[src/hw/tmr_pkg.sv]
// Constants for the 16-bit timer/counter block: register map, fields, reset values, timing.
package tmr_pkg;
  ////////////////////////////////////////////////////////////////////////////
  // Register byte offsets
  localparam logic [7:0] A_CTRL     = 8'h00;
  localparam logic [7:0] A_CNT_LO   = 8'h04;
  localparam logic [7:0] A_CNT_HI   = 8'h08;
  localparam logic [7:0] A_CMP_LO   = 8'h0C;
  localparam logic [7:0] A_CMP_HI   = 8'h10;
  localparam logic [7:0] A_CMP_MODE = 8'h14;
  localparam logic [7:0] A_IRQ_STAT = 8'h18;
  localparam logic [7:0] A_IRQ_MASK = 8'h1C;
  localparam logic [7:0] A_PORT_DIR = 8'h20;
  localparam logic [7:0] A_PORT_OUT = 8'h24;
  localparam logic [7:0] A_PORT_IN  = 8'h28;
  ////////////////////////////////////////////////////////////////////////////
  // timer_control fields
  localparam int         CTRL_ON     = 0;
  localparam int         CTRL_CS     = 1;
  localparam int         CTRL_NOSYNC = 2;
  localparam int         CTRL_OSCEN  = 3;
  localparam int         CTRL_PS_LO  = 4;
  localparam logic [7:0] CTRL_MASK   = 8'h3F;
  localparam logic [7:0] CTRL_RST    = 8'h00;
  ////////////////////////////////////////////////////////////////////////////
  // Interrupt status bits, other reset values
  localparam int         IRQ_OVF      = 0;
  localparam int         IRQ_SPEC     = 1;
  localparam logic [1:0] IRQ_RST      = 2'h0;
  localparam logic [1:0] PORT_DIR_RST = 2'h3;
  localparam logic [1:0] PORT_OUT_RST = 2'h0;
  localparam logic [3:0] MODE_RST     = 4'h0;
  localparam logic [15:0] CMP_RST     = 16'h0000;
  ////////////////////////////////////////////////////////////////////////////
  // Compare mode code that makes the special event trigger
  localparam logic [3:0] MODE_SPECIAL = 4'hB;
  // Instruction clock is the system clock divided by four
  localparam logic [1:0] INSTR_LAST   = 2'h3;
  localparam logic [15:0] CNT_TOP     = 16'hFFFF;
  localparam logic [1:0] RESP_OKAY    = 2'h0;
  localparam logic [1:0] RESP_SLVERR  = 2'h2;
endpackage : tmr_pkg

[src/hw/tmr_timer.sv]
// 16-bit byte-accessed timer/counter with crystal pins, prescaler, special event clear and AXI4-Lite slave.
`timescale 1ns/100ps
// Notes on behaviour
// Pair counts 0000h to FFFFh, wraps, sets overflow flag; interrupt only if enabled.
// Prescale select 00/01/10/11 divides count input by 1, 2, 4, 8.
// Unsynchronised external counting continues in sleep; overflow interrupt wakes processor.
// Oscillator enabled: both crystal pins inputs, direction ignored, pins read zero.
// Byte reads of a running asynchronous counter return valid, uncorrupted values.
// Software reads high, low, high again; re-reads both when high bytes differ.
// Software should stop counter before writing; concurrent increment may corrupt value.
// Crystal oscillator enabled only while control bit 3 is set.
// Oscillator supports up to 32.768 kHz and keeps running in sleep.
// Software waits its own start-up delay after enabling oscillator.
// Compare mode 1011 trigger clears counter and starts conversion if converter enabled.
// Trigger clear honoured in timer or synchronised mode; unsynchronised may fail.
// Counter write in the same cycle as a trigger wins over the clear.
// With trigger in use, compare pair acts as counter period.
// Resets leave both counter bytes unchanged; only the trigger clears them.
// Power-on reset clears control to zero: stopped, 1:1 prescale.
// Writing either counter byte clears the prescaler.
// Trigger clears both bytes together in the cycle it is sampled.
module tmr_timer (
  // Clock and power-on reset
  input  wire logic        aclk,
  input  wire logic        aresetn,
  // AXI4-Lite write channels
  input  wire logic [7:0]  awaddr,
  input  wire logic        awvalid,
  output logic             awready,
  input  wire logic [31:0] wdata,
  input  wire logic [3:0]  wstrb,
  input  wire logic        wvalid,
  output logic             wready,
  output logic [1:0]       bresp,
  output logic             bvalid,
  input  wire logic        bready,
  // AXI4-Lite read channels
  input  wire logic [7:0]  araddr,
  input  wire logic        arvalid,
  output logic             arready,
  output logic [31:0]      rdata,
  output logic [1:0]       rresp,
  output logic             rvalid,
  input  wire logic        rready,
  // Crystal / external clock pins
  input  wire logic        xtal_in_pin_level,
  output logic             xtal_in_pin_drive,
  output logic             xtal_in_pin_oe,
  input  wire logic        xtal_out_pin_level,
  output logic             xtal_out_pin_drive,
  output logic             xtal_out_pin_oe,
  output logic             xtal_osc_enable,
  // System side
  input  wire logic        sleep,
  input  wire logic        adc_enable,
  output logic             adc_start,
  output logic             irq
);
  ////////////////////////////////////////////////////////////////////////////
  function automatic logic addr_ok(input logic [7:0] a);
    addr_ok = (a == tmr_pkg::A_CTRL) || (a == tmr_pkg::A_CNT_LO) || (a == tmr_pkg::A_CNT_HI) ||
              (a == tmr_pkg::A_CMP_LO) || (a == tmr_pkg::A_CMP_HI) || (a == tmr_pkg::A_CMP_MODE) ||
              (a == tmr_pkg::A_IRQ_STAT) || (a == tmr_pkg::A_IRQ_MASK) || (a == tmr_pkg::A_PORT_DIR) ||
              (a == tmr_pkg::A_PORT_OUT) || (a == tmr_pkg::A_PORT_IN);
  endfunction : addr_ok

  function automatic logic [2:0] ps_last(input logic [1:0] ps);
    case (ps)
      2'h0:    ps_last = 3'h0;
      2'h1:    ps_last = 3'h1;
      2'h2:    ps_last = 3'h3;
      default: ps_last = 3'h7;
    endcase
  endfunction : ps_last

  ////////////////////////////////////////////////////////////////////////////
  // State
  logic [7:0]  ctrl_r, ctrl_nxt;
  logic [15:0] cmp_r, cmp_nxt;
  logic [3:0]  mode_r, mode_nxt;
  logic [1:0]  stat_r, stat_nxt, mask_r, mask_nxt, dir_r, dir_nxt, pout_r, pout_nxt;
  logic        aw_hold_r, aw_hold_nxt, w_hold_r, w_hold_nxt, bvalid_r, bvalid_nxt, rvalid_r, rvalid_nxt;
  logic [7:0]  awaddr_r, awaddr_nxt;
  logic [31:0] wdata_r, wdata_nxt, rdata_r, rdata_nxt;
  logic [3:0]  wstrb_r, wstrb_nxt;
  logic [1:0]  bresp_r, bresp_nxt, rresp_r, rresp_nxt;
  logic [1:0]  pin_s1_r, pin_s2_r, pin_s1_nxt, pin_s2_nxt;
  logic        src_prev_r, src_prev_nxt, armed_r, armed_nxt, match_prev_r, match_prev_nxt;
  logic        adc_r, adc_nxt;
  logic [1:0]  div_r, div_nxt;
  logic [2:0]  pre_r, pre_nxt;
  logic [15:0] count_r, count_nxt;
  // Decoded strobes
  logic        do_wr, wr_lo, wr_hi, cnt_wr, src, ext_rise, ext_fall, base_tick, pre_tick, inc_evt, inc;
  logic        async_mode, match, trig, ovf;
  logic [1:0]  stat_set, stat_clr;

  ////////////////////////////////////////////////////////////////////////////
  // Pin synchronisers and edge finding on the count input
  always_comb begin
    pin_s1_nxt   = {xtal_out_pin_level, xtal_in_pin_level};
    pin_s2_nxt   = pin_s1_r;
    // With the oscillator on, the crystal input pin carries the count clock
    src          = ctrl_r[tmr_pkg::CTRL_OSCEN] ? pin_s2_r[0] : pin_s2_r[1];
    src_prev_nxt = src;
    ext_rise     = src & ~src_prev_r;
    ext_fall     = ~src & src_prev_r;
    // A falling edge must be seen after enabling before rising edges count
    if (!ctrl_r[tmr_pkg::CTRL_ON] || !ctrl_r[tmr_pkg::CTRL_CS]) begin
      armed_nxt = 1'b0;
    end else if (ext_fall) begin
      armed_nxt = 1'b1;
    end else begin
      armed_nxt = armed_r;
    end
  end

  always_ff @(posedge aclk) begin
    if (!aresetn) begin
      pin_s1_r   <= 2'h0;
      pin_s2_r   <= 2'h0;
      src_prev_r <= 1'b0;
      armed_r    <= 1'b0;
    end else begin
      pin_s1_r   <= pin_s1_nxt;
      pin_s2_r   <= pin_s2_nxt;
      src_prev_r <= src_prev_nxt;
      armed_r    <= armed_nxt;
    end
  end

  ////////////////////////////////////////////////////////////////////////////
  // Prescaler, counter, special event trigger
  always_comb begin
    async_mode = ctrl_r[tmr_pkg::CTRL_CS] & ctrl_r[tmr_pkg::CTRL_NOSYNC];
    div_nxt    = ctrl_r[tmr_pkg::CTRL_ON] ? div_r + 2'h1 : 2'h0;
    base_tick  = ctrl_r[tmr_pkg::CTRL_CS] ? (ext_rise & armed_r) : (div_r == tmr_pkg::INSTR_LAST);
    // Instruction clock stops in sleep; external prescaler keeps running
    pre_tick   = aresetn & ctrl_r[tmr_pkg::CTRL_ON] & base_tick & ~(sleep & ~ctrl_r[tmr_pkg::CTRL_CS]);
    inc_evt    = pre_tick & (pre_r == ps_last(ctrl_r[tmr_pkg::CTRL_PS_LO +: 2]));
    if (cnt_wr) begin
      pre_nxt = 3'h0;
    end else if (pre_tick) begin
      pre_nxt = inc_evt ? 3'h0 : pre_r + 3'h1;
    end else begin
      pre_nxt = pre_r;
    end
    // Synchronised counting freezes in sleep; unsynchronised keeps going
    inc            = inc_evt & (~sleep | async_mode);
    // Compare pair acts as the period; not honoured when unsynchronised
    match          = aresetn & (mode_r == tmr_pkg::MODE_SPECIAL) & (count_r == cmp_r) & ~async_mode;
    match_prev_nxt = match;
    trig           = match & ~match_prev_r;
    adc_nxt        = trig & adc_enable;
    ovf            = inc & (count_r == tmr_pkg::CNT_TOP) & ~cnt_wr & ~trig;
    // Write beats both the trigger clear and a concurrent increment
    count_nxt = count_r;
    if (cnt_wr) begin
      if (wr_lo) begin
        count_nxt[7:0] = wdata_r[7:0];
      end
      if (wr_hi) begin
        count_nxt[15:8] = wdata_r[7:0];
      end
    end else if (trig) begin
      count_nxt = 16'h0000;
    end else if (inc) begin
      count_nxt = count_r + 16'h0001;
    end
  end

  always_ff @(posedge aclk) begin
    if (!aresetn) begin
      div_r        <= 2'h0;
      pre_r        <= 3'h0;
      match_prev_r <= 1'b0;
      adc_r        <= 1'b0;
    end else begin
      div_r        <= div_nxt;
      pre_r        <= pre_nxt;
      match_prev_r <= match_prev_nxt;
      adc_r        <= adc_nxt;
    end
  end

  // Counter bytes deliberately have no reset
  always_ff @(posedge aclk) begin
    count_r <= count_nxt;
  end

  ////////////////////////////////////////////////////////////////////////////
  // AXI4-Lite slave and register file
  always_comb begin
    do_wr    = aw_hold_r & w_hold_r & ~bvalid_r;
    wr_lo    = do_wr & wstrb_r[0] & (awaddr_r == tmr_pkg::A_CNT_LO);
    wr_hi    = do_wr & wstrb_r[0] & (awaddr_r == tmr_pkg::A_CNT_HI);
    cnt_wr   = wr_lo | wr_hi;
    awready  = ~aw_hold_r & ~bvalid_r;
    wready   = ~w_hold_r & ~bvalid_r;
    arready  = ~rvalid_r;
    aw_hold_nxt = do_wr ? 1'b0 : (aw_hold_r | (awvalid & awready));
    w_hold_nxt  = do_wr ? 1'b0 : (w_hold_r | (wvalid & wready));
    awaddr_nxt  = (awvalid & awready) ? awaddr : awaddr_r;
    wdata_nxt   = (wvalid & wready) ? wdata : wdata_r;
    wstrb_nxt   = (wvalid & wready) ? wstrb : wstrb_r;
    bvalid_nxt  = do_wr | (bvalid_r & ~bready);
    bresp_nxt   = do_wr ? (addr_ok(awaddr_r) ? tmr_pkg::RESP_OKAY : tmr_pkg::RESP_SLVERR) : bresp_r;
    ctrl_nxt = ctrl_r;
    cmp_nxt  = cmp_r;
    mode_nxt = mode_r;
    mask_nxt = mask_r;
    dir_nxt  = dir_r;
    pout_nxt = pout_r;
    stat_clr = 2'h0;
    if (do_wr && wstrb_r[0]) begin
      case (awaddr_r)
        tmr_pkg::A_CTRL:     ctrl_nxt = wdata_r[7:0] & tmr_pkg::CTRL_MASK;
        tmr_pkg::A_CMP_LO:   cmp_nxt[7:0] = wdata_r[7:0];
        tmr_pkg::A_CMP_HI:   cmp_nxt[15:8] = wdata_r[7:0];
        tmr_pkg::A_CMP_MODE: mode_nxt = wdata_r[3:0];
        tmr_pkg::A_IRQ_STAT: stat_clr = wdata_r[1:0];
        tmr_pkg::A_IRQ_MASK: mask_nxt = wdata_r[1:0];
        tmr_pkg::A_PORT_DIR: dir_nxt = wdata_r[1:0];
        tmr_pkg::A_PORT_OUT: pout_nxt = wdata_r[1:0];
        default: begin
        end
      endcase
    end
    // A new event wins over a write-one clear in the same cycle
    stat_set = {trig, ovf};
    stat_nxt = (stat_r & ~stat_clr) | stat_set;
    rvalid_nxt = (arvalid & arready) | (rvalid_r & ~rready);
    rresp_nxt  = rresp_r;
    rdata_nxt  = rdata_r;
    if (arvalid && arready) begin
      rresp_nxt = addr_ok(araddr) ? tmr_pkg::RESP_OKAY : tmr_pkg::RESP_SLVERR;
      // Counter lives in this clock domain, so a byte read is always whole
      case (araddr)
        tmr_pkg::A_CTRL:     rdata_nxt = {24'h000000, ctrl_r};
        tmr_pkg::A_CNT_LO:   rdata_nxt = {24'h000000, count_r[7:0]};
        tmr_pkg::A_CNT_HI:   rdata_nxt = {24'h000000, count_r[15:8]};
        tmr_pkg::A_CMP_LO:   rdata_nxt = {24'h000000, cmp_r[7:0]};
        tmr_pkg::A_CMP_HI:   rdata_nxt = {24'h000000, cmp_r[15:8]};
        tmr_pkg::A_CMP_MODE: rdata_nxt = {28'h0000000, mode_r};
        tmr_pkg::A_IRQ_STAT: rdata_nxt = {30'h00000000, stat_r};
        tmr_pkg::A_IRQ_MASK: rdata_nxt = {30'h00000000, mask_r};
        tmr_pkg::A_PORT_DIR: rdata_nxt = {30'h00000000, dir_r};
        tmr_pkg::A_PORT_OUT: rdata_nxt = {30'h00000000, pout_r};
        tmr_pkg::A_PORT_IN:  rdata_nxt = {30'h00000000, ctrl_r[tmr_pkg::CTRL_OSCEN] ? 2'h0 : pin_s2_r};
        default:             rdata_nxt = 32'h00000000;
      endcase
    end
  end

  always_ff @(posedge aclk) begin
    if (!aresetn) begin
      ctrl_r    <= tmr_pkg::CTRL_RST;
      cmp_r     <= tmr_pkg::CMP_RST;
      mode_r    <= tmr_pkg::MODE_RST;
      stat_r    <= tmr_pkg::IRQ_RST;
      mask_r    <= tmr_pkg::IRQ_RST;
      dir_r     <= tmr_pkg::PORT_DIR_RST;
      pout_r    <= tmr_pkg::PORT_OUT_RST;
      aw_hold_r <= 1'b0;
      w_hold_r  <= 1'b0;
      awaddr_r  <= 8'h00;
      wdata_r   <= 32'h00000000;
      wstrb_r   <= 4'h0;
      bvalid_r  <= 1'b0;
      bresp_r   <= tmr_pkg::RESP_OKAY;
      rvalid_r  <= 1'b0;
      rresp_r   <= tmr_pkg::RESP_OKAY;
      rdata_r   <= 32'h00000000;
    end else begin
      ctrl_r    <= ctrl_nxt;
      cmp_r     <= cmp_nxt;
      mode_r    <= mode_nxt;
      stat_r    <= stat_nxt;
      mask_r    <= mask_nxt;
      dir_r     <= dir_nxt;
      pout_r    <= pout_nxt;
      aw_hold_r <= aw_hold_nxt;
      w_hold_r  <= w_hold_nxt;
      awaddr_r  <= awaddr_nxt;
      wdata_r   <= wdata_nxt;
      wstrb_r   <= wstrb_nxt;
      bvalid_r  <= bvalid_nxt;
      bresp_r   <= bresp_nxt;
      rvalid_r  <= rvalid_nxt;
      rresp_r   <= rresp_nxt;
      rdata_r   <= rdata_nxt;
    end
  end

  ////////////////////////////////////////////////////////////////////////////
  // Outputs
  // Oscillator is not gated by sleep, so the crystal keeps running
  assign xtal_osc_enable    = ctrl_r[tmr_pkg::CTRL_OSCEN];
  assign xtal_in_pin_oe     = ~ctrl_r[tmr_pkg::CTRL_OSCEN] & ~dir_r[0];
  assign xtal_out_pin_oe    = ~ctrl_r[tmr_pkg::CTRL_OSCEN] & ~dir_r[1];
  assign xtal_in_pin_drive  = pout_r[0];
  assign xtal_out_pin_drive = pout_r[1];
  assign irq       = |(stat_r & mask_r);
  assign adc_start = adc_r;
  assign bvalid    = bvalid_r;
  assign bresp     = bresp_r;
  assign rvalid    = rvalid_r;
  assign rresp     = rresp_r;
  assign rdata     = rdata_r;

  ////////////////////////////////////////////////////////////////////////////
  // Assertions
  ovf_sets_flag_a: assert property (@(posedge aclk) disable iff (!aresetn)
    ovf |=> stat_r[tmr_pkg::IRQ_OVF] && (count_r == 16'h0000)) else $error("overflow did not wrap and flag");
  prescale_div_a: assert property (@(posedge aclk) disable iff (!aresetn)
    (pre_tick && !cnt_wr && (pre_r == ps_last(ctrl_r[5:4]))) |=> (pre_r == 3'h0))
    else $error("prescaler did not wrap at its end count");
  async_sleep_a: assert property (@(posedge aclk) disable iff (!aresetn)
    (sleep && async_mode && inc_evt && !cnt_wr && !trig) |=> (count_r == $past(count_r) + 16'h0001))
    else $error("async counter stalled in sleep");
  pins_input_a: assert property (@(posedge aclk) disable iff (!aresetn)
    (arvalid && arready && araddr == tmr_pkg::A_PORT_IN && ctrl_r[3]) |=> (rdata_r[1:0] == 2'h0) &&
    !xtal_in_pin_oe && !xtal_out_pin_oe) else $error("crystal pins not forced to input");
  read_whole_a: assert property (@(posedge aclk) disable iff (!aresetn)
    (arvalid && arready && araddr == tmr_pkg::A_CNT_HI) |=> rvalid && (rdata_r[7:0] == $past(count_r[15:8])))
    else $error("high byte read mismatch");
  osc_enable_a: assert property (@(posedge aclk) disable iff (!aresetn)
    (do_wr && wstrb_r[0] && awaddr_r == tmr_pkg::A_CTRL) |=> (xtal_osc_enable == $past(wdata_r[3])))
    else $error("oscillator enable not following control");
  trig_clear_a: assert property (@(posedge aclk) disable iff (!aresetn)
    (trig && !cnt_wr) |=> (count_r == 16'h0000) && (adc_start == $past(adc_enable)))
    else $error("trigger did not clear counter");
  async_no_trig_a: assert property (@(posedge aclk) disable iff (!aresetn)
    async_mode |-> !trig) else $error("trigger in unsynchronised mode");
  write_wins_a: assert property (@(posedge aclk) disable iff (!aresetn)
    (trig && wr_lo) |=> (count_r[7:0] == $past(wdata_r[7:0]))) else $error("trigger beat the write");
  reset_keep_a: assert property (@(posedge aclk)
    !aresetn |=> (count_r === $past(count_r))) else $error("reset changed counter");
  reset_ctrl_a: assert property (@(posedge aclk)
    !aresetn |=> (ctrl_r == 8'h00)) else $error("control not cleared by reset");
  presc_clear_a: assert property (@(posedge aclk) disable iff (!aresetn)
    cnt_wr |=> (pre_r == 3'h0)) else $error("prescaler not cleared on write");
  cov_overflow_c: cover property (@(posedge aclk) disable iff (!aresetn) ovf ##1 irq);
  cov_trigger_c: cover property (@(posedge aclk) disable iff (!aresetn) trig ##1 adc_start);
  cov_sleep_c: cover property (@(posedge aclk) disable iff (!aresetn) sleep && async_mode && inc);
endmodule : tmr_timer

[config.mk]
export PLATFORM = sky130hd
export DESIGN_NAME = tmr_timer
export DESIGN_NICKNAME = d
export VERILOG_FILES = /design/src/hw/tmr_pkg.sv /design/src/hw/tmr_timer.sv
export SDC_FILE = /design/constraint.sdc
export NUM_CORES = 1
export LEC_CHECK = 0
export BUFFER_PORTS_ARGS = -buffer_cell sky130_fd_sc_hd__buf_2
export CAP_MARGIN = 40
export CORE_ASPECT_RATIO = 0.75
export CORE_MARGIN = 3
export CORE_UTILIZATION = 51
export CTS_BUF_LIST = sky130_fd_sc_hd__clkbuf_4 sky130_fd_sc_hd__clkbuf_8
export DETAILED_ROUTE_END_ITERATION = 10
export PLACE_DENSITY = 0.84
export SLEW_MARGIN = 20
export SYNTH_ARGS = -nofsm -noshare
export SYNTH_HDL_FRONTEND = slang
export SYNTH_SLANG_ARGS = --single-unit
[constraint.sdc]
create_clock -name aclk -period 2.18 [get_ports aclk]
set_input_delay 0.436 -clock aclk [delete_from_list [all_inputs] [get_ports aclk]]
set_output_delay 0.436 -clock aclk [all_outputs]
set_load 0.03 [all_outputs]
# [Yosys cells after proc, flatten, opt, wreduce, memory -nomap -nowiden]
# Cells that the tools add are included.
[totals] reg_bits=120 output_inout_bits=48
[op_classes] addsub=3 n_eq_ne=29 n_mux=15 n_bitwise=61 reduce_logical=43
[ops] cell="$pmux W8 S11" count=1
[ops] cell="$eq A8 B5 Y1 const B" count=8
[ops] cell="$eq A8 B6 Y1 const B" count=6
[ops] cell="$mux W16" count=3
[ops] cell="$and A1 B1 Y1" count=32
[ops] cell="$eq A8 B4 Y1 const B" count=4
[ops] cell="$logic_or A1 B1 Y1" count=21
[ops] cell="$reduce_and A2 Y1" count=10
[ops] cell="$not A1 Y1" count=19
[ops] cell="$add A16 B1 Y16 const B" count=1
[ops] cell="$eq A16 B16 Y1" count=1
[ops] cell="$eq A16 B16 Y1 const B" count=1
[ops] cell="$eq A8 B3 Y1 const B" count=2
[ops] cell="$logic_not A8 Y1" count=2
[ops] cell="$mux W8" count=2
[ops] cell="$mux W2" count=5
[ops] cell="$pmux W3 S3" count=1
[ops] cell="$reduce_or A2 Y1" count=4
[ops] cell="$or A1 B1 Y1" count=6
[ops] cell="$and A2 B2 Y2" count=2
[ops] cell="$eq A2 B2 Y1 const B" count=2
[ops] cell="$eq A4 B4 Y1 const B" count=1
[ops] cell="$ne A2 B2 Y1 const B" count=2
[ops] cell="$add A3 B1 Y3 const B" count=1
[ops] cell="11 further kinds" count=14

# [Depth between registers and ports, before layout]
# Gate-level depths: netlist (run 1).
[depth] word_depth=12 depth_mapped=7 depth_no_buf=6

# [Worst setup path after synthesis (run 1)]
# Ideal clock, no wire load.
[synth_timing] path_kind="reg-to-reg" start="register bvalid_r (netlist: bvalid)" end="register count_r[10] (enable)" setup_ns=0.377 t_arrival_ns=2.104 required_time_ns=1.803 slack_ns=-0.301 stages_incl_launch_ff=6 cell_sequence="dfxtp_1 nand3b_2 nor4_4 nand3_4 o31ai_4 a2bb2oi_1"
[synth_between] elab_chain_cells=7 word_cells_on_any_way=9
[synth_lines] item="start: declaration" line_no="tmr_timer.sv:82" source="logic aw_hold_r, aw_hold_nxt, w_hold_r, w_hold_nxt, bvalid_r, bvalid_nxt, rvalid_r, rvalid_nxt;"
[synth_lines] item="start signal: assignment" line_no="tmr_timer.sv:287" source="bvalid_r <= bvalid_nxt;"
[synth_lines] item="$not A1 Y1 *" line_no="tmr_timer.sv:194" source="do_wr = aw_hold_r & w_hold_r & ~bvalid_r;"
[synth_lines] item="$and A1 B1 Y1 *" line_no="tmr_timer.sv:194"
[synth_lines] item="$and A1 B1 Y1 *" line_no="tmr_timer.sv:195, tmr_timer.sv:196"
[synth_lines] item="$and A1 B1 Y1, on equally long branches" line_no="tmr_timer.sv:195, tmr_timer.sv:196"
[synth_lines] item="$or A1 B1 Y1" line_no="tmr_timer.sv:197" source="cnt_wr = wr_lo | wr_hi;"
[synth_lines] item="$ne A2 B2 Y1 (no source line) or $reduce_bool A3 Y1 (tied branches)"
[synth_lines] item="$reduce_and A2 Y1 (no source line) *"
[synth_lines] item="end signal: assignment" line_no="tmr_timer.sv:188" source="count_r <= count_nxt;"
[synth_lines] item="end: declaration" line_no="tmr_timer.sv:92" source="logic [15:0] count_r, count_nxt;"
# Every way passes the cells marked *; elsewhere a longest branch is shown, timed or not.
# A chain may end at the register's enable or synchronous reset.

# [Final worst setup path (run 1)]
[layout_timing] start="register count_r[10]" end="register count_r[1] (enable)"
[layout_between] elab_chain_cells=6
[layout_lines] item="$eq A16 B16 Y1" line_no="tmr_timer.sv:151" source="match = aresetn & (mode_r == tmr_pkg::MODE_SPECIAL) & (count_r == cmp_r) & ~async_mode;"
[layout_lines] item="$and A1 B1 Y1 (2 in series)" line_no="tmr_timer.sv:151"
[layout_lines] item="$and A1 B1 Y1" line_no="tmr_timer.sv:153" source="trig = match & ~match_prev_r;"
[layout_lines] item="$reduce_bool A3 Y1 (no source line)"
[layout_lines] item="$reduce_and A2 Y1 (no source line)"
# No other way between the ends.

==> results of run 1 <==
[final timing paths]
path / startpoint / endpoint / slack, ns / depth (start not counted)
worst max-delay path: count_r[10] / count_r[1] / -0.01 / 7
worst min-delay path: xtal_out_pin_level / pin_s1_r[1] / 0.28 / 2
worst max register to register: count_r[10] / count_r[1] / -0.01 / 7
worst min register to register: div_r[0] / div_r[0] / 0.44 / 1
[worst reg2reg max path, stage by stage, from the launching register on]
cell,delay [ns]
edfxtp_1,0.42
xor2_1,0.17
nor4_2,0.36
nand4_1,0.14
buf_4,0.17
o31ai_4,0.27
o21a_1,0.23
buf_12,0.14
[final cells by class]
cell class,instances,area [um2]
Fill cell,806,3448
Multi-Input combinational cell,410,2666
Sequential cell,94,2043
Timing Repair Buffer,102,659.4
Clock buffer,13,160.2
Tap cell,128,160.2
Clock inverter,3,66.31
Inverter,8,30.03
[synth_stat cells, drive strengths merged (2+ instances only)]
library cell,instances
a211oi,2
a21boi,35
a21oi,8
a22oi,4
a31oi,2
and2,8
and3,5
and4,3
buf,36
clkbuf,20
dfxtp,78
edfxtp,16
ha,3
inv,8
mux2i,29
mux4,5
nand2,92
nand2b,4
nand3,29
nand3b,3
nand4,10
nand4b,3
nor2,15
nor2b,20
nor3,6
nor3b,3
nor4,9
nor4b,2
o21ai,32
o31ai,2
or3,3
xnor2,2
xor2,30
[report_power, final]
group          switching [mW]  total, mW  leakage [nW]  internal [mW]
combinational           0.235      0.349          1.54          0.114
clock                   0.585       1.30         0.118          0.718
sequential             0.0503       1.84         0.777           1.79
total                   0.871       3.49          2.43           2.62
[repair_timing]
action | CTS | global route
hold buffers | 0 | 0
pin swaps | 0 | 1
endpoints found under the setup margin | 32 | 32
buffers inserted | 1 | 2
cloned | 0 | 1
gates resized for setup | 1 | 10
[through the flow]
stage / hold slack, ns / instances / setup TNS, ns
finish: 0.2780 / 758 / -0.09249
global route: 0.2731 / 758 / -1.310
CTS: 0.2667 / 755 / -0.1299
detailed placement: 0.4276 / 738 / -1.643
global placement: 0.4074 / 738 / -0.07420
floorplan: 0.3991 / 568 / -0.1423
[state kept, by name (all words and copies together), names as in the netlist, 2 cells and up]
signal and flops:
awaddr_r 8, cmp_r 16, count_r 16, ctrl_r 6
dir_r 2, div_r 2, mask_r 2, mode_r 4
pin_s1_r 2, pin_s2_r 2, pout_r 2, pre_r 3
rdata 8, stat_r 2, wdata_r 8
[cell families (layout without fill, tap and decap cells)]
kind of cell,after synthesis,count (layout),share of synthesized area (%)
XOR/XNOR,32,32,5.658
buffers and inverters,64,126,7.325
AND/OR/NAND/NOR,218,218,23.52
multiplexers,34,34,8.133
adder cells (fa/ha/maj),3,3,0.7578
flip-flops,94,94,41.22
other,1,26,0.07570
AO/OA/AOI/OAI,97,97,13.31
[layer usage]
| layer | GRT usage (%) | vias up | part of all wire [%] |
|---|---|---|---|
| met3 | 6.227 | 18 | 11 |
| li1 | - | 2021 | - |
| met5 | 0 | - | 0 |
| met4 | 6.864 | 0 | 1.4 |
| met1 | 34.37 | 2015 | 44 |
| met2 | 36.23 | 218 | 44 |
==> metrics.cfg, run 1 <==
[status]
outcome=finished, violations left
violations=negative setup slack

[synth]
synth_top_area_share_pct=31.52
post_synth_num_cell_types=60
synthTopCellsByArea=dfxtp_1, edfxtp_1, nand2_1, mux2i_1, a21boi_0
ys_seq_elements=94
synth_area_um2=4954
async_flop_share_pct=0
syn_inst=543
avgSynthCellArea_um2=9.122
ys.flop_type=dfxtp_1
seq_area_frac_synth_pct=41.22
synth_edf_count=16
synth_top_area_cell=dfxtp_1
ys_warn_count=0

[timing]
relSlewSlack_pct=63.72
worst_slew_pin_slew_ns=0.5392
maxSlewViolCount=0
hold_violations=0
setup_ws_ns=-0.009740
fin_skew_ns=0.01029
finalCritPeriodShare_pct=100.4
post-route-min-period_ns=2.190
setup_viol=17
max_freq_mhz=456.7
rsz0062_at_grt=yes

[cts]
path_clk_slew_ns=0.09
clock_path_buffers=2
cts.sink_count=94
cts_tree=done
root_buffer=clkbuf_8
h-tree-depth=3
cts_made_buffers=9
clk_latency_ns=0.37

[finish]
drive_gt1_share_pct=22.06
layout_commonest_cell=nand2_1
syn2layout_area_growth_pct=16.80
utilization_pct=62.66
nets=691
final_area_um2=5786
diodes=0
layout_common_cells=nand2_1, dfxtp_1, buf_2, buf_4, a21boi_0

[floorplanning]
initial_core_util_pct=53.64
fp-row-count=30
die_width_um=119.8
die_area_um2=10940
core-area_um2=9234
ios=111
die_h_um=91.35

[route]
drtIter0Drc=358
first_pass_iters=5
vias=4272
antenna_left=0
drc=0
totalWireLength_um=12940
viasPerCell=5.636
wl_per_cell_um=17.07

[placement]
numPortBuffers=57
dp_slack_ns=-0.06515
place_congestion=1.010
hpwlAfterDp_um=9847
placed_area_um2=5507

[critical_path]
crit_required_ns=2.26
cp.arrival_ns=2.27
critPathLaunchType=flop
worstSetupPathType=reg2reg
critical_path.top_delay_family=simple AND/OR/NAND/NOR gates
cpMaxStageDelayCell=edfxtp_1
worstPathCellList=xor2_1 -> nor4_2 -> nand4_1 -> buf_4 -> o31ai_4 -> o21a_1 -> buf_12
path_buf_inv=2
max_stage_delay_ns=0.42
path_max_fanout=8
end_kind=flop

[grt]
grt_antenna_before_repair=0
grt_usage_pct=24.12
grt_max_degree=46
grt_pass1_vias=4036
grt_pass1_wl_um=20700
grt.overflow.total=0

[pwr]
power_density_nw_per_um2=603.7
peakVddDrop_mv=0.5022
power_mw=3.493
power.leakage_nw=2.432

[flow_run]
max_cap_viol_count=0

[hold_path]
hp-class=in2reg

(Power assumes the default switching activity.)
==> run 2: changes to the inputs <==
--- a/config.mk
+++ b/config.mk
@@ -12,6 +12,7 @@
 export CORE_UTILIZATION = 51
 export CTS_BUF_LIST = sky130_fd_sc_hd__clkbuf_4 sky130_fd_sc_hd__clkbuf_8
 export DETAILED_ROUTE_END_ITERATION = 10
+export GPL_TIMING_DRIVEN = 0
 export PLACE_DENSITY = 0.84
 export SLEW_MARGIN = 20
 export SYNTH_ARGS = -nofsm -noshare
==> run 2 against run 1 <==
Compared with the run above:
- the run now ends clean
- wire length increased by 1.1%
- maximum frequency increased by 1.4%
- first-iteration DRC count decreased by 0.84%
- sequential power about the same
- critical path depth decreased by 1
- count of clock-buffer cells in the layout decreased by 4
- clock power increased by 8%
- global-route usage increased by 0.13 points
- largest cell class unchanged
- largest power group unchanged
==> metrics.cfg, run 2 (same netlist as run 1, synthesis figures left out) <==
[placement]
placed_area_um2=5485  ; was 5507 um2
dp_slack_ns=-0.6844  ; was -0.06515 ns
place_congestion=0.9427  ; was 1.010
numPortBuffers=54  ; was 57
dp_cells=750  ; was 738
hpwlAfterDp_um=9746  ; was 9847 um

[finish]
diodes=0  ; unchanged
reg_top3=cmp_r (16), count_r (16)  ; unchanged
final_cells=779  ; was 758
syn2layout_area_growth_pct=19.73  ; was 16.80%
layout_common_cells=nand2_1, dfxtp_1, buf_2, buf_4, a21boi_0  ; unchanged
final_area_um2=5931  ; was 5786 um2
layout_commonest_cell=nand2_1  ; unchanged
fillers=779  ; was 806
nets=712  ; was 691
drive_gt1_share_pct=22.43  ; was 22.06%
utilization_pct=64.23  ; was 62.66%

[route]
antenna_left=0  ; unchanged
totalWireLength_um=13080  ; was 12940 um
wl_per_cell_um=16.79  ; was 17.07 um
drtIter0Drc=355  ; was 358
viasPerCell=5.471  ; was 5.636
drc=0  ; unchanged
first_pass_iters=5  ; unchanged
vias=4262  ; was 4272

[timing]
hold_violations=0  ; unchanged
max_freq_mhz=463.3  ; was 456.7 MHz
setup_viol=0  ; was 17
post-route-min-period_ns=2.159  ; was 2.190 ns
finalCritPeriodShare_pct=99.02  ; was 100.4%
relSlewSlack_pct=58.87  ; was 63.72%
fin_tns_setup_ns=0  ; was -0.09249 ns
whs_ns=0.2505  ; was 0.2780 ns
setup_ws_ns=0.02137  ; was -0.009740 ns
rsz0062_at_grt=yes  ; unchanged
fin_skew_ns=0.01756  ; was 0.01029 ns
maxSlewViolCount=0  ; unchanged
worst_slew_pin_slew_ns=0.6114  ; was 0.5392 ns

[grt]
grt_use_met3_pct=6.849  ; was 6.227%
grt_pass1_wl_um=20700  ; unchanged
use_met2_pct=36.94  ; was 36.23%
grt-busiest-layer=met2  ; unchanged
grt_use_met1_pct=33.83  ; was 34.37%
grt_antenna_before_repair=0  ; unchanged
grt_usage_pct=24.25  ; was 24.12%
grt_max_degree=18  ; was 46
grt_pass1_vias=4042  ; was 4036
grt.overflow.total=0  ; unchanged

[status]
outcome=finished, final reports clean  ; was finished, violations left

[critical_path]
critical_path.top_delay_family=simple AND/OR/NAND/NOR gates  ; unchanged
end_kind=flop  ; unchanged
critPathLaunchType=flop  ; unchanged
path_buf_inv=1  ; was 2
crit_required_ns=2.29  ; was 2.26 ns
cpMaxStageDelayCell=nor4_2  ; was edfxtp_1
path_max_fanout=8  ; unchanged
max_stage_delay_ns=0.42  ; about the same
worstSetupPathType=reg2reg  ; unchanged
worstPathCellList=xor2_1 -> nor4_2 -> nand3_2 -> o31ai_4 -> a2bb2oi_4 -> buf_12  ; was xor2_1 -> nor4_2 -> nand4_1 -> buf_4 -> o31ai_4 -> o21a_1 -> buf_12
cp.arrival_ns=2.27  ; about the same

[cts]
path_clk_slew_ns=0.10  ; was 0.09 ns
h-tree-depth=3  ; unchanged
cts_hold_buf=0  ; unchanged
clock_path_buffers=2  ; unchanged
cts.sink_count=94  ; unchanged
cts_made_buffers=9  ; unchanged
root_buffer=clkbuf_8  ; unchanged
cts_tree=done  ; unchanged
clk_latency_ns=0.38  ; was 0.37 ns

[floorplanning]
initial_core_util_pct=53.64  ; unchanged
core-area_um2=9234  ; unchanged
die_area_um2=10940  ; unchanged
ios=111  ; unchanged
fp-row-count=30  ; unchanged
die_h_um=91.35  ; unchanged
die_width_um=119.8  ; unchanged

[flow_run]
max_cap_viol_count=0  ; unchanged

[pwr]
power.leakage_nw=2.478  ; was 2.432 nW
comb_power_share_pct=11.0  ; was 10.0%
pwr-share-seq_pct=50.2  ; was 52.7%
internal_power_mw=2.697  ; was 2.622 mW
p_sw_share_pct=25.90  ; was 24.94%
clkPwrFrac_pct=38.8  ; was 37.3%
power_mw=3.640  ; was 3.493 mW
peakVddDrop_mv=0.5250  ; was 0.5022 mV
switching_power_uw=943.0  ; was 871.0 uW
power_density_nw_per_um2=613.8  ; was 603.7 nW/um2

[hold_path]
hp-class=in2reg  ; unchanged

## run 2: area by class of cell
type / instances / area [um2] / share of cell area, %
Buffer: 54 / 316.6 / 5.338
Clock buffer: 9 / 123.9 / 2.089
Clock inverter: 7 / 120.1 / 2.025
Inverter: 8 / 30.03 / 0.5063
Multi-Input combinational cell: 410 / 2738 / 46.16
Sequential cell: 94 / 2043 / 34.45
Tap cell: 128 / 160.2 / 2.700
Timing Repair Buffer: 69 / 399.1 / 6.730
## run 2: final timing paths
| kind | slack [ns] | to | startpoint | depth (start not counted) |
|---|---|---|---|---|
| max | 0.02 | count_r[13] | count_r[5] | 6 |
| min | 0.25 | pin_s1_r[0] | xtal_in_pin_level | 2 |
| max reg2reg | 0.02 | count_r[13] | count_r[5] | 6 |
| min reg2reg | 0.43 | div_r[0] | div_r[0] | 1 |
## run 2: repair_timing
action                     CTS  global route
gates cloned                 0             0
pin swaps                    6             2
setup buffers               11             4
setup endpoints to repair   33            38
gates resized for setup     10             9
## run 2: per-layer routing
layer | vias up | share of wire, % | wire length [um]
met5 | - | 0 | 0
met4 | 0 | 1.7 | 222
met3 | 23 | 8.5 | 1117
met2 | 196 | 44 | 5771
met1 | 1986 | 46 | 5969
li1 | 2057 | - | -
## run 2: power groups by stage
stage / clock, mW / combinational (mW) / sequential (mW)
global placement: 0 / 0.378 / 1.86
detailed placement: 0 / 0.390 / 1.87
floorplan: 0 / 0.285 / 1.86
CTS: 1.42 / 0.392 / 1.83
global route: 1.50 / 0.434 / 1.83
finish: 1.41 / 0.400 / 1.83
==> run 3: changes to the inputs <==
--- a/config.mk
+++ b/config.mk
@@ -9,11 +9,11 @@
 export CAP_MARGIN = 40
 export CORE_ASPECT_RATIO = 0.75
 export CORE_MARGIN = 3
-export CORE_UTILIZATION = 51
-export CTS_BUF_LIST = sky130_fd_sc_hd__clkbuf_4 sky130_fd_sc_hd__clkbuf_8
+export CORE_UTILIZATION = 49
 export DETAILED_ROUTE_END_ITERATION = 10
+export GPL_ROUTABILITY_DRIVEN = 0
 export GPL_TIMING_DRIVEN = 0
-export PLACE_DENSITY = 0.84
+export PLACE_DENSITY = 0.81
 export SLEW_MARGIN = 20
 export SYNTH_ARGS = -nofsm -noshare
 export SYNTH_HDL_FRONTEND = slang
==> run 3 against run 2 <==
Compared with the run above:
- the run now ends with negative setup slack left
- wire length rose by 8.2%
- clock power rose by 16%
- non-clock buffer count rose by 15
- first-iteration DRC count rose by 23%
- combinational power barely moved
- hold slack improved by 0.035 ns
- cell count rose by 2.4%
- count of clock-buffer cells in the layout rose by 5
==> metrics.cfg, run 3 (same netlist as run 1, synthesis figures left out) <==
[pwr]
switching_power_uw=932.4  ; was 943.0 uW
peakVddDrop_mv=0.4178  ; was 0.5250 mV
clkPwrFrac_pct=42.2  ; was 38.8%
internal_power_mw=2.919  ; was 2.697 mW
power.leakage_nw=2.583  ; was 2.478 nW
power_density_nw_per_um2=631.5  ; was 613.8 nW/um2
p_sw_share_pct=24.21  ; was 25.90%
comb_power_share_pct=10.3  ; was 11.0%
pwr-share-seq_pct=47.4  ; was 50.2%

[critical_path]
worstSetupPathType=reg2reg  ; unchanged
max_stage_delay_ns=0.46  ; was 0.42 ns
path_buf_inv=2  ; was 1
path_max_fanout=8  ; unchanged
r2r_slack_ns=-0.07  ; was 0.02 ns
worstPathCellList=xor2_1 -> nor4_2 -> nand4_1 -> o31ai_4 -> buf_6 -> a2bb2oi_4 -> buf_12  ; was xor2_1 -> nor4_2 -> nand3_2 -> o31ai_4 -> a2bb2oi_4 -> buf_12
cp.arrival_ns=2.31  ; was 2.27 ns
crit_required_ns=2.24  ; was 2.29 ns
cpMaxStageDelayCell=edfxtp_1  ; was nor4_2
critPathLaunchType=flop  ; unchanged
end_kind=flop  ; unchanged
crit_cells=7  ; was 6
critical_path.top_delay_family=simple AND/OR/NAND/NOR gates  ; unchanged
reg2reg_depth=7  ; was 6

[finish]
utilization_pct=62.64  ; was 64.23%
reg_top3=cmp_r (16), count_r (16)  ; unchanged
final_cells=798  ; was 779
layout_common_cells=nand2_1, dfxtp_1, buf_2, buf_4, a21boi_0  ; unchanged
drive_gt1_share_pct=23.27  ; was 22.43%
layout_commonest_cell=nand2_1  ; unchanged
final_area_um2=6098  ; was 5931 um2
syn2layout_area_growth_pct=23.11  ; was 19.73%
diodes=0  ; unchanged
nets=727  ; was 712

[route]
drtIter0Drc=438  ; was 355
totalWireLength_um=14150  ; was 13080 um
first_pass_iters=6  ; was 5
vias=4421  ; was 4262
viasPerCell=5.540  ; was 5.471
antenna_left=0  ; unchanged
drc=0  ; unchanged
wl_per_cell_um=17.73  ; was 16.79 um

[placement]
placed_area_um2=5490  ; was 5485 um2
hpwlAfterDp_um=9676  ; was 9746 um
dp_slack_ns=-0.5087  ; was -0.6844 ns
dp_cells=754  ; was 750
numPortBuffers=54  ; unchanged

[timing]
setup_ws_ns=-0.07091  ; was 0.02137 ns
finalCritPeriodShare_pct=103.3  ; was 99.02%
rsz0062_at_grt=yes  ; unchanged
worst_slew_pin_slew_ns=0.7361  ; was 0.6114 ns
fin_skew_ns=0.009068  ; was 0.01756 ns
hold_violations=0  ; unchanged
relSlewSlack_pct=50.48  ; was 58.87%
max_freq_mhz=444.3  ; was 463.3 MHz
setup_viol=10  ; was 0
maxSlewViolCount=0  ; unchanged
post-route-min-period_ns=2.251  ; was 2.159 ns

[grt]
grt_usage_pct=24.35  ; was 24.25%
grt_pass1_wl_um=21320  ; was 20700 um
grt_antenna_before_repair=0  ; unchanged
grt_max_degree=15  ; was 18
grt_pass1_vias=4163  ; was 4042
grt.overflow.total=0  ; unchanged

[hold_path]
hp-class=in2reg  ; unchanged
hold_depth=2  ; unchanged

[flow_run]
max_cap_viol_count=0  ; unchanged

[cts]
h-tree-depth=3  ; unchanged
cts.sink_count=94  ; unchanged
cts_made_buffers=9  ; unchanged
cts_tree=done  ; unchanged
clk_latency_ns=0.35  ; was 0.38 ns
cts_hold_buf=0  ; unchanged
path_clk_slew_ns=0.07  ; was 0.10 ns
root_buffer=clkbuf_16  ; was clkbuf_8
clock_path_buffers=2  ; unchanged

[floorplanning]
core-area_um2=9736  ; was 9234 um2
die_area_um2=11360  ; was 10940 um2
initial_core_util_pct=50.88  ; was 53.64%
ios=111  ; unchanged
die_h_um=93.08  ; was 91.35 um
die_width_um=122.1  ; was 119.8 um
fp-row-count=31  ; was 30

[status]
violations=negative setup slack
outcome=finished, violations left  ; was finished, final reports clean

## run 3: cell types whose count changed in the layout (fill, tap and decap cells not counted), moves of 4 or more
cell	delta
clkbuf_8	-6
clkbuf_16	+9
nor4_1	+4
nor4_2	-4
buf_4	+13
## run 3: stage by stage
step	power (mW)	TNS [ns]	hold slack, ns
6_report	3.851	-0.5486	0.2859
5_1_grt	3.968	-1.190	0.2933
4_1_cts	3.849	0	0.2837
3_5_place_dp	2.249	-10.55	0.4148
3_3_place_gp	2.236	-7.307	0.4157
2_1_floorplan	2.146	-0.1423	0.3991
## run 3: layout make-up
type | instances | area [um2]
sequential | 94 | 2044
multi-input combinational | 410 | 2708
clock inverter | 2 | 38.79
buffer | 54 | 314.1
timing repair buffer | 84 | 524.3
clock buffer | 14 | 274.0
inverter | 8 | 30.03
fill | 798 | 3637
tap | 132 | 165.2
## run 3: power groups by stage
stage                     Combinational, mW  Clock [mW]  Sequential [mW]
after floorplan                       0.285           0             1.86
after global placement                0.374           0             1.86
after detailed placement              0.384           0             1.86
after CTS                             0.388        1.64             1.83
after global routing                  0.433        1.71             1.83
final                                 0.397        1.63             1.83
## run 3: repair_timing
action / CTS / global route
pin swaps: 5 / 7
setup endpoints to repair: 32 / 35
gates resized for setup: 8 / 6
setup buffers: 12 / 18
## run 3: final timing paths
kind                                         start     endpoint
worst max register to register         count_r[11]  count_r[14]
worst max-delay path                   count_r[11]  count_r[14]
worst min register to register         pin_s1_r[0]  pin_s2_r[0]
worst min-delay path            xtal_out_pin_level  pin_s1_r[1]
## run 3: metal layers
| layer | up-vias | share of wire [%] | GRT usage, % |
|---|---|---|---|
| li1 | 2088 | - | - |
| met1 | 2019 | 41 | 32.03 |
| met2 | 271 | 45 | 37.59 |
| met3 | 43 | 12 | 8.767 |
| met4 | 0 | 2.3 | 7.549 |
| met5 | - | 0 | 0 |
